--- config.mk ---
export PLATFORM = sky130hd
export DESIGN_NAME = ppsc_port_power_strap_control
export DESIGN_NICKNAME = d
export VERILOG_FILES = /design/src/rtl/ppsc_pkg.sv /design/src/rtl/ppsc_sync.sv /design/src/rtl/ppsc_port_power_strap_control.sv
export VERILOG_INCLUDE_DIRS = /design/src /design/src/rtl
export SDC_FILE = /design/constraint.sdc
export NUM_CORES = 1
export LEC_CHECK = 0
export BUFFER_PORTS_ARGS = -buffer_cell sky130_fd_sc_hd__buf_4
export CAP_MARGIN = 20
export CORE_ASPECT_RATIO = 1.4
export CORE_UTILIZATION = 52
export CTS_CLUSTER_DIAMETER = 200
export CTS_CLUSTER_SIZE = 25
export DETAILED_ROUTE_END_ITERATION = 8
export PLACE_DENSITY_LB_ADDON = 0.12
export SYNTH_ARGS = -nofsm -noshare
export SYNTH_HDL_FRONTEND = slang
export SYNTH_SLANG_ARGS = --single-unit
--- constraint.sdc ---
create_clock -name clk -period 2.54 [get_ports clk]
set_clock_uncertainty 0.15 [all_clocks]
set_input_delay 0.254 -clock clk [delete_from_list [all_inputs] [get_ports clk]]
set_output_delay 0.254 -clock clk [all_outputs]
set_load 0.05 [all_outputs]
--- src/rtl/ppsc_consts.svh ---
`ifndef PPSC_CONSTS_SVH
`define PPSC_CONSTS_SVH

// Register map
`define PPSC_DYNPWR_ADDR 16'h4134
`define PPSC_FIXDEV_ADDR 16'h4135

// Reset and mode values
`define PPSC_DYNPWR_RST  8'hC1
`define PPSC_DYNPWR_DYN  8'h41
`define PPSC_FIXDEV_RST  8'h00
`define PPSC_RD_ZERO     8'h00
`define PPSC_PORTS_OFF   3'h0

// Field positions
`define PPSC_FIXDEV_MSB  2
`define PPSC_FIXDEV_LSB  0

// Fixed-device strap codes
`define PPSC_NR_NONE     2'h0
`define PPSC_NR_P1       2'h1
`define PPSC_NR_P12      2'h2
`define PPSC_FIX_NONE    3'h0
`define PPSC_FIX_P1      3'h1
`define PPSC_FIX_P12     3'h3
`define PPSC_FIX_ALL     3'h7

`endif

--- src/rtl/ppsc_pkg.sv ---
package ppsc_pkg;

  typedef logic [2:0] ppsc_ports_t;

  // Sequencer: hold, latch straps, run
  typedef enum logic [1:0] {
    PPSC_HOLD  = 2'h0,
    PPSC_LATCH = 2'h1,
    PPSC_RUN   = 2'h3
  } ppsc_state_t;

  // Status seen by hub logic
  typedef struct packed {
    ppsc_ports_t chargeSupport;
    ppsc_ports_t overcurrent;
    ppsc_ports_t fixedDevice;
    logic        selfPowered;
  } ppsc_status_t;

  // Raw pin levels after synchronisation
  typedef struct packed {
    logic        extRstN;
    logic        localSupply;
    ppsc_ports_t pinIn;
    ppsc_ports_t ocSense;
  } ppsc_pins_t;

endpackage

--- src/rtl/ppsc_sync.sv ---
`timescale 1ns/1ps
`default_nettype none

module ppsc_sync
  import ppsc_pkg::*;
(
  // Clock and reset
  input  wire logic       clk,
  input  wire logic       rst,
  input  wire logic       ce,
  // Levels
  input  wire ppsc_pins_t din,
  output ppsc_pins_t      dout
);

  ppsc_pins_t stage1_r;
  ppsc_pins_t stage1_nxt;
  ppsc_pins_t stage2_r;
  ppsc_pins_t stage2_nxt;

  // First stage feeds only the second
  always_comb
  begin
    stage1_nxt = ce ? din : stage1_r;
    stage2_nxt = ce ? stage1_r : stage2_r;
  end

  always_ff @(posedge clk or posedge rst)
  begin
    if (rst)
    begin
      stage1_r <= '0;
      stage2_r <= '0;
    end
    else
    begin
      stage1_r <= stage1_nxt;
      stage2_r <= stage2_nxt;
    end
  end

  assign dout = stage2_r;

endmodule

`default_nettype wire

--- src/rtl/ppsc_port_power_strap_control.sv ---
// Behaviour
// - Each port drives own power enable
// - Combined pin: open-drain enable plus sense
// - Latch per-port battery charging strap
// - Sample local supply right after reset
// - Hold local supply value unless dynamic
// - Dynamic register resets 0xC1, 0x41 dynamic
// - Register written at run time, OTP load
// - Local detect used: fixed state from register
// - Straps captured at POR and reset rise
// - Local value 1 self, 0 bus powered
`timescale 1ns/1ps
`default_nettype none
`include "ppsc_consts.svh"

module ppsc_port_power_strap_control
  import ppsc_pkg::*;
(
  // Clock and reset
  input  wire logic        clk,
  input  wire logic        rst,
  input  wire logic        ce,
  // Chip pins
  input  wire logic        extResetN,
  input  wire logic        localSupplyDetect,
  input  wire logic [1:0]  fixedDeviceStraps,
  input  wire ppsc_ports_t portOvercurrentSense,
  // Shared power pin per port
  input  wire ppsc_ports_t portPinIn,
  output ppsc_ports_t      portPinOut,
  output ppsc_ports_t      portPinOe,
  // Configuration
  input  wire logic        combinedCtrlMode,
  input  wire logic        localDetectUsed,
  // Hub logic
  input  wire ppsc_ports_t portPowerReq,
  output ppsc_ports_t      portPowerEnable,
  output ppsc_status_t     status,
  output logic             configDone,
  // Register read/write port and OTP load
  input  wire logic        regWrEn,
  input  wire logic [15:0] regAddr,
  input  wire logic [7:0]  regWrData,
  output logic [7:0]       regRdData,
  input  wire logic        otpLoad,
  input  wire logic [7:0]  otpData
);

  ////////////////////////////////////////////////////////////////////////////
  // Pin synchronisers

  ppsc_pins_t pinsRaw;
  ppsc_pins_t pinsS;

  assign pinsRaw.extRstN     = extResetN;
  assign pinsRaw.localSupply = localSupplyDetect;
  assign pinsRaw.pinIn       = portPinIn;
  assign pinsRaw.ocSense     = portOvercurrentSense;

  ppsc_sync u_sync (
    .clk  (clk),
    .rst  (rst),
    .ce   (ce),
    .din  (pinsRaw),
    .dout (pinsS)
  );

  ////////////////////////////////////////////////////////////////////////////
  // Sequencer

  ppsc_state_t state_r;
  ppsc_state_t state_nxt;

  // Sync flops reset low, so HOLD outlasts POR until the pins have filled
  always_comb
  begin
    state_nxt = state_r;
    unique case (state_r)
      PPSC_HOLD:  if (pinsS.extRstN) state_nxt = PPSC_LATCH;
      PPSC_LATCH: state_nxt = pinsS.extRstN ? PPSC_RUN : PPSC_HOLD;
      PPSC_RUN:   if (!pinsS.extRstN) state_nxt = PPSC_HOLD;
      default:    state_nxt = PPSC_HOLD;
    endcase
    if (!ce)
      state_nxt = state_r;
  end

  always_ff @(posedge clk or posedge rst)
  begin
    if (rst)
      state_r <= PPSC_HOLD;
    else
      state_r <= state_nxt;
  end

  logic running;
  assign running    = (state_r == PPSC_RUN);
  assign configDone = running;

  // Strap chain frozen in run, so straps count only around reset rise
  logic [1:0] nrStrapS_r;
  logic [1:0] nrStrap1_r;

  always_ff @(posedge clk or posedge rst)
  begin
    if (rst)
    begin
      nrStrap1_r <= `PPSC_NR_NONE;
      nrStrapS_r <= `PPSC_NR_NONE;
    end
    else if (ce && !running)
    begin
      nrStrap1_r <= fixedDeviceStraps;
      nrStrapS_r <= nrStrap1_r;
    end
  end

  ////////////////////////////////////////////////////////////////////////////
  // Registers

  logic [7:0] dynReg_r;
  logic [7:0] dynReg_nxt;
  logic [7:0] fixReg_r;
  logic [7:0] fixReg_nxt;
  logic [7:0] rdData_r;
  logic [7:0] rdData_nxt;

  always_comb
  begin
    dynReg_nxt = dynReg_r;
    fixReg_nxt = fixReg_r;
    if (ce && otpLoad)
      dynReg_nxt = otpData;
    if (ce && regWrEn && regAddr == `PPSC_DYNPWR_ADDR)
      dynReg_nxt = regWrData;
    if (ce && regWrEn && regAddr == `PPSC_FIXDEV_ADDR)
      fixReg_nxt = regWrData;
    unique case (regAddr)
      `PPSC_DYNPWR_ADDR: rdData_nxt = dynReg_r;
      `PPSC_FIXDEV_ADDR: rdData_nxt = fixReg_r;
      default:           rdData_nxt = `PPSC_RD_ZERO;
    endcase
    if (!ce)
      rdData_nxt = rdData_r;
  end

  always_ff @(posedge clk or posedge rst)
  begin
    if (rst)
    begin
      dynReg_r <= `PPSC_DYNPWR_RST;
      fixReg_r <= `PPSC_FIXDEV_RST;
      rdData_r <= `PPSC_RD_ZERO;
    end
    else
    begin
      dynReg_r <= dynReg_nxt;
      fixReg_r <= fixReg_nxt;
      rdData_r <= rdData_nxt;
    end
  end

  assign regRdData = rdData_r;

  logic dynamicMode;
  assign dynamicMode = (dynReg_r == `PPSC_DYNPWR_DYN);

  ////////////////////////////////////////////////////////////////////////////
  // Straps, status and power

  ppsc_status_t status_r;
  ppsc_status_t status_nxt;
  ppsc_ports_t  power_r;
  ppsc_ports_t  power_nxt;
  ppsc_ports_t  strapFix;
  ppsc_ports_t  ocNow;
  ppsc_ports_t [1:0] oeDly_r;
  ppsc_ports_t [1:0] oeDly_nxt;

  always_comb
  begin
    unique case (nrStrapS_r)
      `PPSC_NR_NONE: strapFix = `PPSC_FIX_NONE;
      `PPSC_NR_P1:   strapFix = `PPSC_FIX_P1;
      `PPSC_NR_P12:  strapFix = `PPSC_FIX_P12;
      default:       strapFix = `PPSC_FIX_ALL;
    endcase
  end

  // Sense masked by oe delayed like the pin sync, else a false trip at power-on
  genvar gi;
  generate
    for (gi = 0; gi < 3; gi++)
    begin : g_port
      assign ocNow[gi] = combinedCtrlMode
                       ? (!oeDly_r[1][gi] && !pinsS.pinIn[gi])
                       : !pinsS.ocSense[gi];
      assign portPinOut[gi] = combinedCtrlMode ? 1'b0 : power_r[gi];
      assign portPinOe[gi]  = combinedCtrlMode ? (running && !power_r[gi])
                                               : running;
    end
  endgenerate

  always_comb
  begin
    status_nxt = status_r;
    power_nxt  = running ? portPowerReq : `PPSC_PORTS_OFF;
    oeDly_nxt  = {oeDly_r[0], portPinOe};
    if (state_r == PPSC_LATCH)
    begin
      status_nxt.chargeSupport = pinsS.pinIn;
      status_nxt.selfPowered   = pinsS.localSupply;
    end
    else if (running && dynamicMode)
      status_nxt.selfPowered = pinsS.localSupply;
    status_nxt.fixedDevice = localDetectUsed
                           ? fixReg_r[`PPSC_FIXDEV_MSB:`PPSC_FIXDEV_LSB]
                           : strapFix;
    status_nxt.overcurrent = running ? ocNow : `PPSC_PORTS_OFF;
    if (!ce)
    begin
      status_nxt = status_r;
      power_nxt  = power_r;
      oeDly_nxt  = oeDly_r;
    end
  end

  always_ff @(posedge clk or posedge rst)
  begin
    if (rst)
    begin
      status_r <= '0;
      power_r  <= `PPSC_PORTS_OFF;
      oeDly_r  <= '0;
    end
    else
    begin
      status_r <= status_nxt;
      power_r  <= power_nxt;
      oeDly_r  <= oeDly_nxt;
    end
  end

  // A 1 means local supply present, 0 bus powered
  assign status          = status_r;
  assign portPowerEnable = power_r;
endmodule

`default_nettype wire

# Word level (Yosys, flattened, before mapping)
# Index checks and enable logic that the tools add are counted.
# W data, S select, Z words.
[classes] eq_ne=9 reduce_logical=32 mux=22
[ops] operator="$eq A16 B15 Y1 const B" n=2
[ops] operator="$mux W8" n=2
[ops] operator="$pmux W8 S2" n=1
[ops] operator="$logic_not A1 Y1" n=13
[ops] operator="$logic_and A1 B1 Y1" n=12
[ops] operator="$mux W1" n=11
[ops] operator="$mux W3" n=3
[ops] operator="$pmux W3 S3" n=1
[ops] operator="$eq A8 B7 Y1 const B" n=1
[ops] operator="$mux W2" n=3
[ops] operator="$pmux W2 S3" n=1
[ops] operator="$eq A2 B1 Y1 const B" n=2
[ops] operator="$eq A2 B2 Y1 const B" n=2
[ops] operator="$logic_not A2 Y1" n=2
[ops] operator="$reduce_and A2 Y1" n=2
[ops] operator="$reduce_bool A2 Y1" n=2
[ops] operator="$reduce_and A3 Y1" n=1
[ops] operator="$ne A2 B1 Y1 const B" n=1
[ops] operator="$ne A2 B2 Y1 const B" n=1
[totals] inputBits=52 regBits=65

# Logic depth before layout (Yosys ltp)
[logic_depth] ltp_word=4 depth_mapped=5

# Hierarchy
# Synthesis repeated with hierarchy kept, for this count alone.
[unflattened] cells_unflattened=222 hier_area_um2=2919.0
[by_module_without_submodules] mod="ppsc_port_power_strap_control" cells_per_inst=187 seq_area_each_um2=1229.9 instances=1 area_each_um2=2265.9
[by_module_without_submodules] mod="ppsc_sync" cells_per_inst=35 seq_area_each_um2=400.4 instances=1 area_each_um2=653.1

# Least setup slack after synthesis
# Ideal clock, no wire load.
[synth_path] kind="register to register" startpoint="register power_r[0] (netlist: portPowerEnable[0])" endpoint="register oeDly_r[0] (netlist bit)" setup_ns=0.070 arrival_time_ns=1.742 synth_period_minus_slack_ns=1.962 path_slack_ns=0.578 t_required_ns=2.320 stages_incl_launch_ff=3 path_cell_list="dfrtp_1 a21oi_1 mux2_2"
[synth_between] elab_chain_len=3
[synth_lines] item="start, declared" line="ppsc_port_power_strap_control.sv:173" source="ppsc_ports_t power_r;"
[synth_lines] item="start signal, assigned" line="ppsc_port_power_strap_control.sv:233" source="power_r <= `PPSC_PORTS_OFF;"
[synth_lines] item="start signal, assigned" line="ppsc_port_power_strap_control.sv:239" source="power_r <= power_nxt;"
[synth_lines] item="$logic_not A1 Y1" line="ppsc_port_power_strap_control.sv:199" source="assign portPinOe[gi] = combinedCtrlMode ? (running && !power_r[gi])"
[synth_lines] item="$logic_and A1 B1 Y1" line="ppsc_port_power_strap_control.sv:199"
[synth_lines] item="$mux W1" line="ppsc_port_power_strap_control.sv:199"
[synth_lines] item="net portPinOe[0]" line="ppsc_port_power_strap_control.sv:31" source="output ppsc_ports_t portPinOe,"
[synth_lines] item="end signal, assigned" line="ppsc_port_power_strap_control.sv:240" source="oeDly_r <= oeDly_nxt;"
[synth_lines] item="end, declared" line="ppsc_port_power_strap_control.sv:177" source="ppsc_ports_t [1:0] oeDly_r;"
# The timed path passes the listed nets, and every way through them passes these cells.
# A chain may end at the register's enable or synchronous reset.

# Final worst setup path
[layout_path] startpoint="register state_r[0]" endpoint="output portPinOe[1]"
[layout_between] elab_chain_len=3
[layout_lines] item="start, declared" line="ppsc_port_power_strap_control.sv:71" source="ppsc_state_t state_r;"
[layout_lines] item="start signal, assigned" line="ppsc_port_power_strap_control.sv:93" source="state_r <= state_nxt;"
[layout_lines] item="$eq A2 B2 Y1 *" line="ppsc_port_power_strap_control.sv:97" source="assign running = (state_r == PPSC_RUN);"
[layout_lines] item="$logic_and A1 B1 Y1" line="ppsc_port_power_strap_control.sv:199"
[layout_lines] item="$mux W1 *" line="ppsc_port_power_strap_control.sv:199"
[layout_lines] item="end, declared" line="ppsc_port_power_strap_control.sv:31"
# Every way passes the cells marked *; elsewhere a longest branch is shown, timed or not.

==> impl_metrics.json <==
{
  "grt_setup_unrepaired": "no",
  "core-area_um2": 5240,
  "cts_resized": 0,
  "synth_top_area_share_pct": 54.4,
  "start_util_pct": 54.5,
  "num_vias": 2034,
  "overflow": 0,
  "io_pins": 80,
  "relSlewSlack_pct": 58.7,
  "setup_viol": 0,
  "cp_max_fo": 8,
  "fin_ws_ps": 695,
  "synthTopCellsByArea": "dfrtp_1 (54%), mux2_2 (15%), mux2_1 (6.3%)",
  "critical_path_arrival_ps": 1440,
  "critPathLaunchType": "flop",
  "dieArea_um2": 5790,
  "cts.sinks": 65,
  "fillers": 388,
  "globalplace.congestion": 0.743,
  "hold_class": "input pin to flop",
  "drt-initial-drc-count": 70,
  "combPwrFrac_pct": 22.1,
  "drv_cap": 0,
  "final-hold-violation-count": 0,
  "fp.dieW_um": 64.6,
  "antennaDiodeCount": 0,
  "wl_per_cell_um": 15.0,
  "finalCritPeriodShare_pct": 72.6,
  "syn_nets": 274,
  "ir_drop_v": 0.000455,
  "dr.pass1.iters": 4,
  "ys_seq_area_share_pct": 57.1,
  "path_clk_slew_ps": 70,
  "ant_nets": 0,
  "route.detailed.drc": 0,
  "worstPathRequired_ps": 2140,
  "cts_tree": "done",
  "final_common_cell": "buf_4",
  "outcome": "completed",
  "p_sw_share_pct": 29.2,
  "drive_above_1_share_pct": 44.1,
  "p_clk_share_pct": 31.9,
  "ys_types": 28,
  "seq_power_share_pct": 46.0,
  "final_nets": 371,
  "fmax_mhz": 542,
  "row_count": 31,
  "syn_area_um2": 2850,
  "die_h_um": 89.6,
  "dpl.hpwl_um": 4290,
  "clock_path_buffers": 2,
  "yosys_warnings": 0,
  "pre_cts_ws_ps": 602,
  "clk_latency_ps": 330,
  "tightest_slew_ps": 619,
  "grt_pass1_vias": 2061,
  "area_delta_synth_final_pct": 34.4,
  "vias_per_cell": 5.22,
  "cp-end-kind": "output port",
  "clock_tree.root_cell": "clkbuf_8",
  "synth-seq-cells": 65,
  "netlist_instances": 222,
  "htree_levels": 3,
  "drv_slew": 0,
  "grt_antenna_before_repair": 0,
  "p_per_area_nw_per_um2": 699,
  "crit_type": "flop to output port",
  "final_cell_mix": "buf_4 (80), dfrtp_1 (62), mux2_2 (38), inv_1 (17), mux2_1 (16)",
  "track_usage_pct": 22.4,
  "fin_setup_tns_ps": 0,
  "grt_max_degree": 39,
  "switchingPower_mw": 0.782,
  "numPortBuffers": 79,
  "grt_pass1_wl_um": 9540,
  "finalWirelength_um": 5830,
  "cts-buffers-inserted": 9,
  "p_int_mw": 1.90,
  "hold_slack_ps": 9.44,
  "leakage_nw": 1.86,
  "yosysTopAreaCell": "dfrtp_1",
  "avgSynthCellArea_um2": 12.9,
  "period_needed_ps": 1840
}
[registers in the layout, indices dropped and copies added (netlist names)]
register         cells
nrStrap1_r           2
status              10
state_r              2
portPowerEnable      3
u_sync.dout          8
dynReg_r             8
fixReg_r             8
u_sync.stage1_r      8
regRdData            8
nrStrapS_r           2
oeDly_r              6
[timing repair]
action | in CTS | in global routing
buffers inserted | 0 | 0
endpoints found under the hold margin | 38 | 0
hold buffers | 14 | 0
setup endpoints to repair | 0 | 0
[cell usage after synthesis]
cell / instances
and3b_1: 1
and4bb_1: 1
nand4_2: 1
dfstp_2: 3
dfrtp_1: 62
nand2_1: 11
and3_1: 2
o22ai_1: 15
buf_2: 2
and3_2: 1
a22oi_1: 1
buf_1: 3
clkbuf_1: 2
buf_4: 1
nand3_1: 2
nor4b_1: 2
nor3_4: 1
mux2_1: 16
inv_1: 18
nor2b_1: 1
a21oi_1: 12
o21ai_0: 2
mux2i_1: 8
mux2_2: 38
nor2_1: 13
buf_12: 1
nor4b_4: 1
nor4_4: 1
[cells by family after synthesis]
| kind of cell | count (synthesis) | synth area share [%] |
|---|---|---|
| compound gates | 30 | 6.01 |
| buf+inv | 27 | 4.34 |
| flops | 65 | 57.1 |
| mux | 62 | 24.1 |
| simple gates | 38 | 8.38 |
[worst paths after layout]
kind / slack (ps) / start / to / cells after the start
min: 9 / regWrData[3] / fixReg_r[3]$_DFFE_PP0P_ / 2
max: 700 / state_r[0]$_DFFE_PP0P_ / portPinOe[1] / 3
max reg2reg: 850 / dynReg_r[0]$_DFFE_PP1P_ / status[0]$_DFFE_PP0P_ / 4
max in group asynchronous: 1140 / rst / dynReg_r[6]$_DFFE_PP1P_ / 4
min reg2reg: 340 / fixReg_r[6]$_DFFE_PP0P_ / fixReg_r[6]$_DFFE_PP0P_ / 1
min in group asynchronous: 420 / rst / u_sync.stage1_r[1]$_DFFE_PP0P_ / 3
[power groups by stage]
stage               registers (mW)  clock network [mW]  logic, mW
floorplan                     1.38                   0      0.247
global placement              1.25                   0      0.572
detailed placement            1.25                   0      0.581
CTS                           1.23               0.880      0.598
global route                  1.25               0.929      0.633
finish                        1.23               0.856      0.592
[routing by layer]
metal / GRT usage [%] / share of wire (%) / vias up
li1: - / - / 976
met1: 25.3 / 41 / 990
met2: 39.4 / 53 / 58
met3: 6.31 / 4.8 / 10
met4: 10.5 / 1.7 / 0
met5: 0 / 0 / -
[layout make-up]
| cell class | count | area, um^2 | area share (%) |
|---|---|---|---|
| repair buffers | 95 | 761 | 19.8 |
| inverters | 18 | 67.6 | 1.76 |
| clock buffers | 11 | 141 | 3.69 |
| well taps | 66 | 82.6 | 2.15 |
| flip-flops and latches | 65 | 1630 | 42.5 |
| multi-input cells | 130 | 1100 | 28.6 |
| clock inverters | 5 | 53.8 | 1.40 |
[critical path: stages, from the launching register on]
cell	delay [ps]
dfrtp_1	390
nand2_1	240
a21oi_1	240
buf_4	230
[metrics by stage]
stage | util [%] | power [mW] | instances | instance area (um^2)
detailed placement | 66.8 | 1.83 | 360 | 3500
floorplan | - | 1.62 | 222 | 2850
global route | 73.2 | 2.81 | 390 | 3830
global placement | 66.8 | 1.82 | 360 | 3500
CTS | 73.2 | 2.71 | 390 | 3830
finish | 73.2 | 2.68 | 390 | 3830
Power figures use the tool's default switching activity.
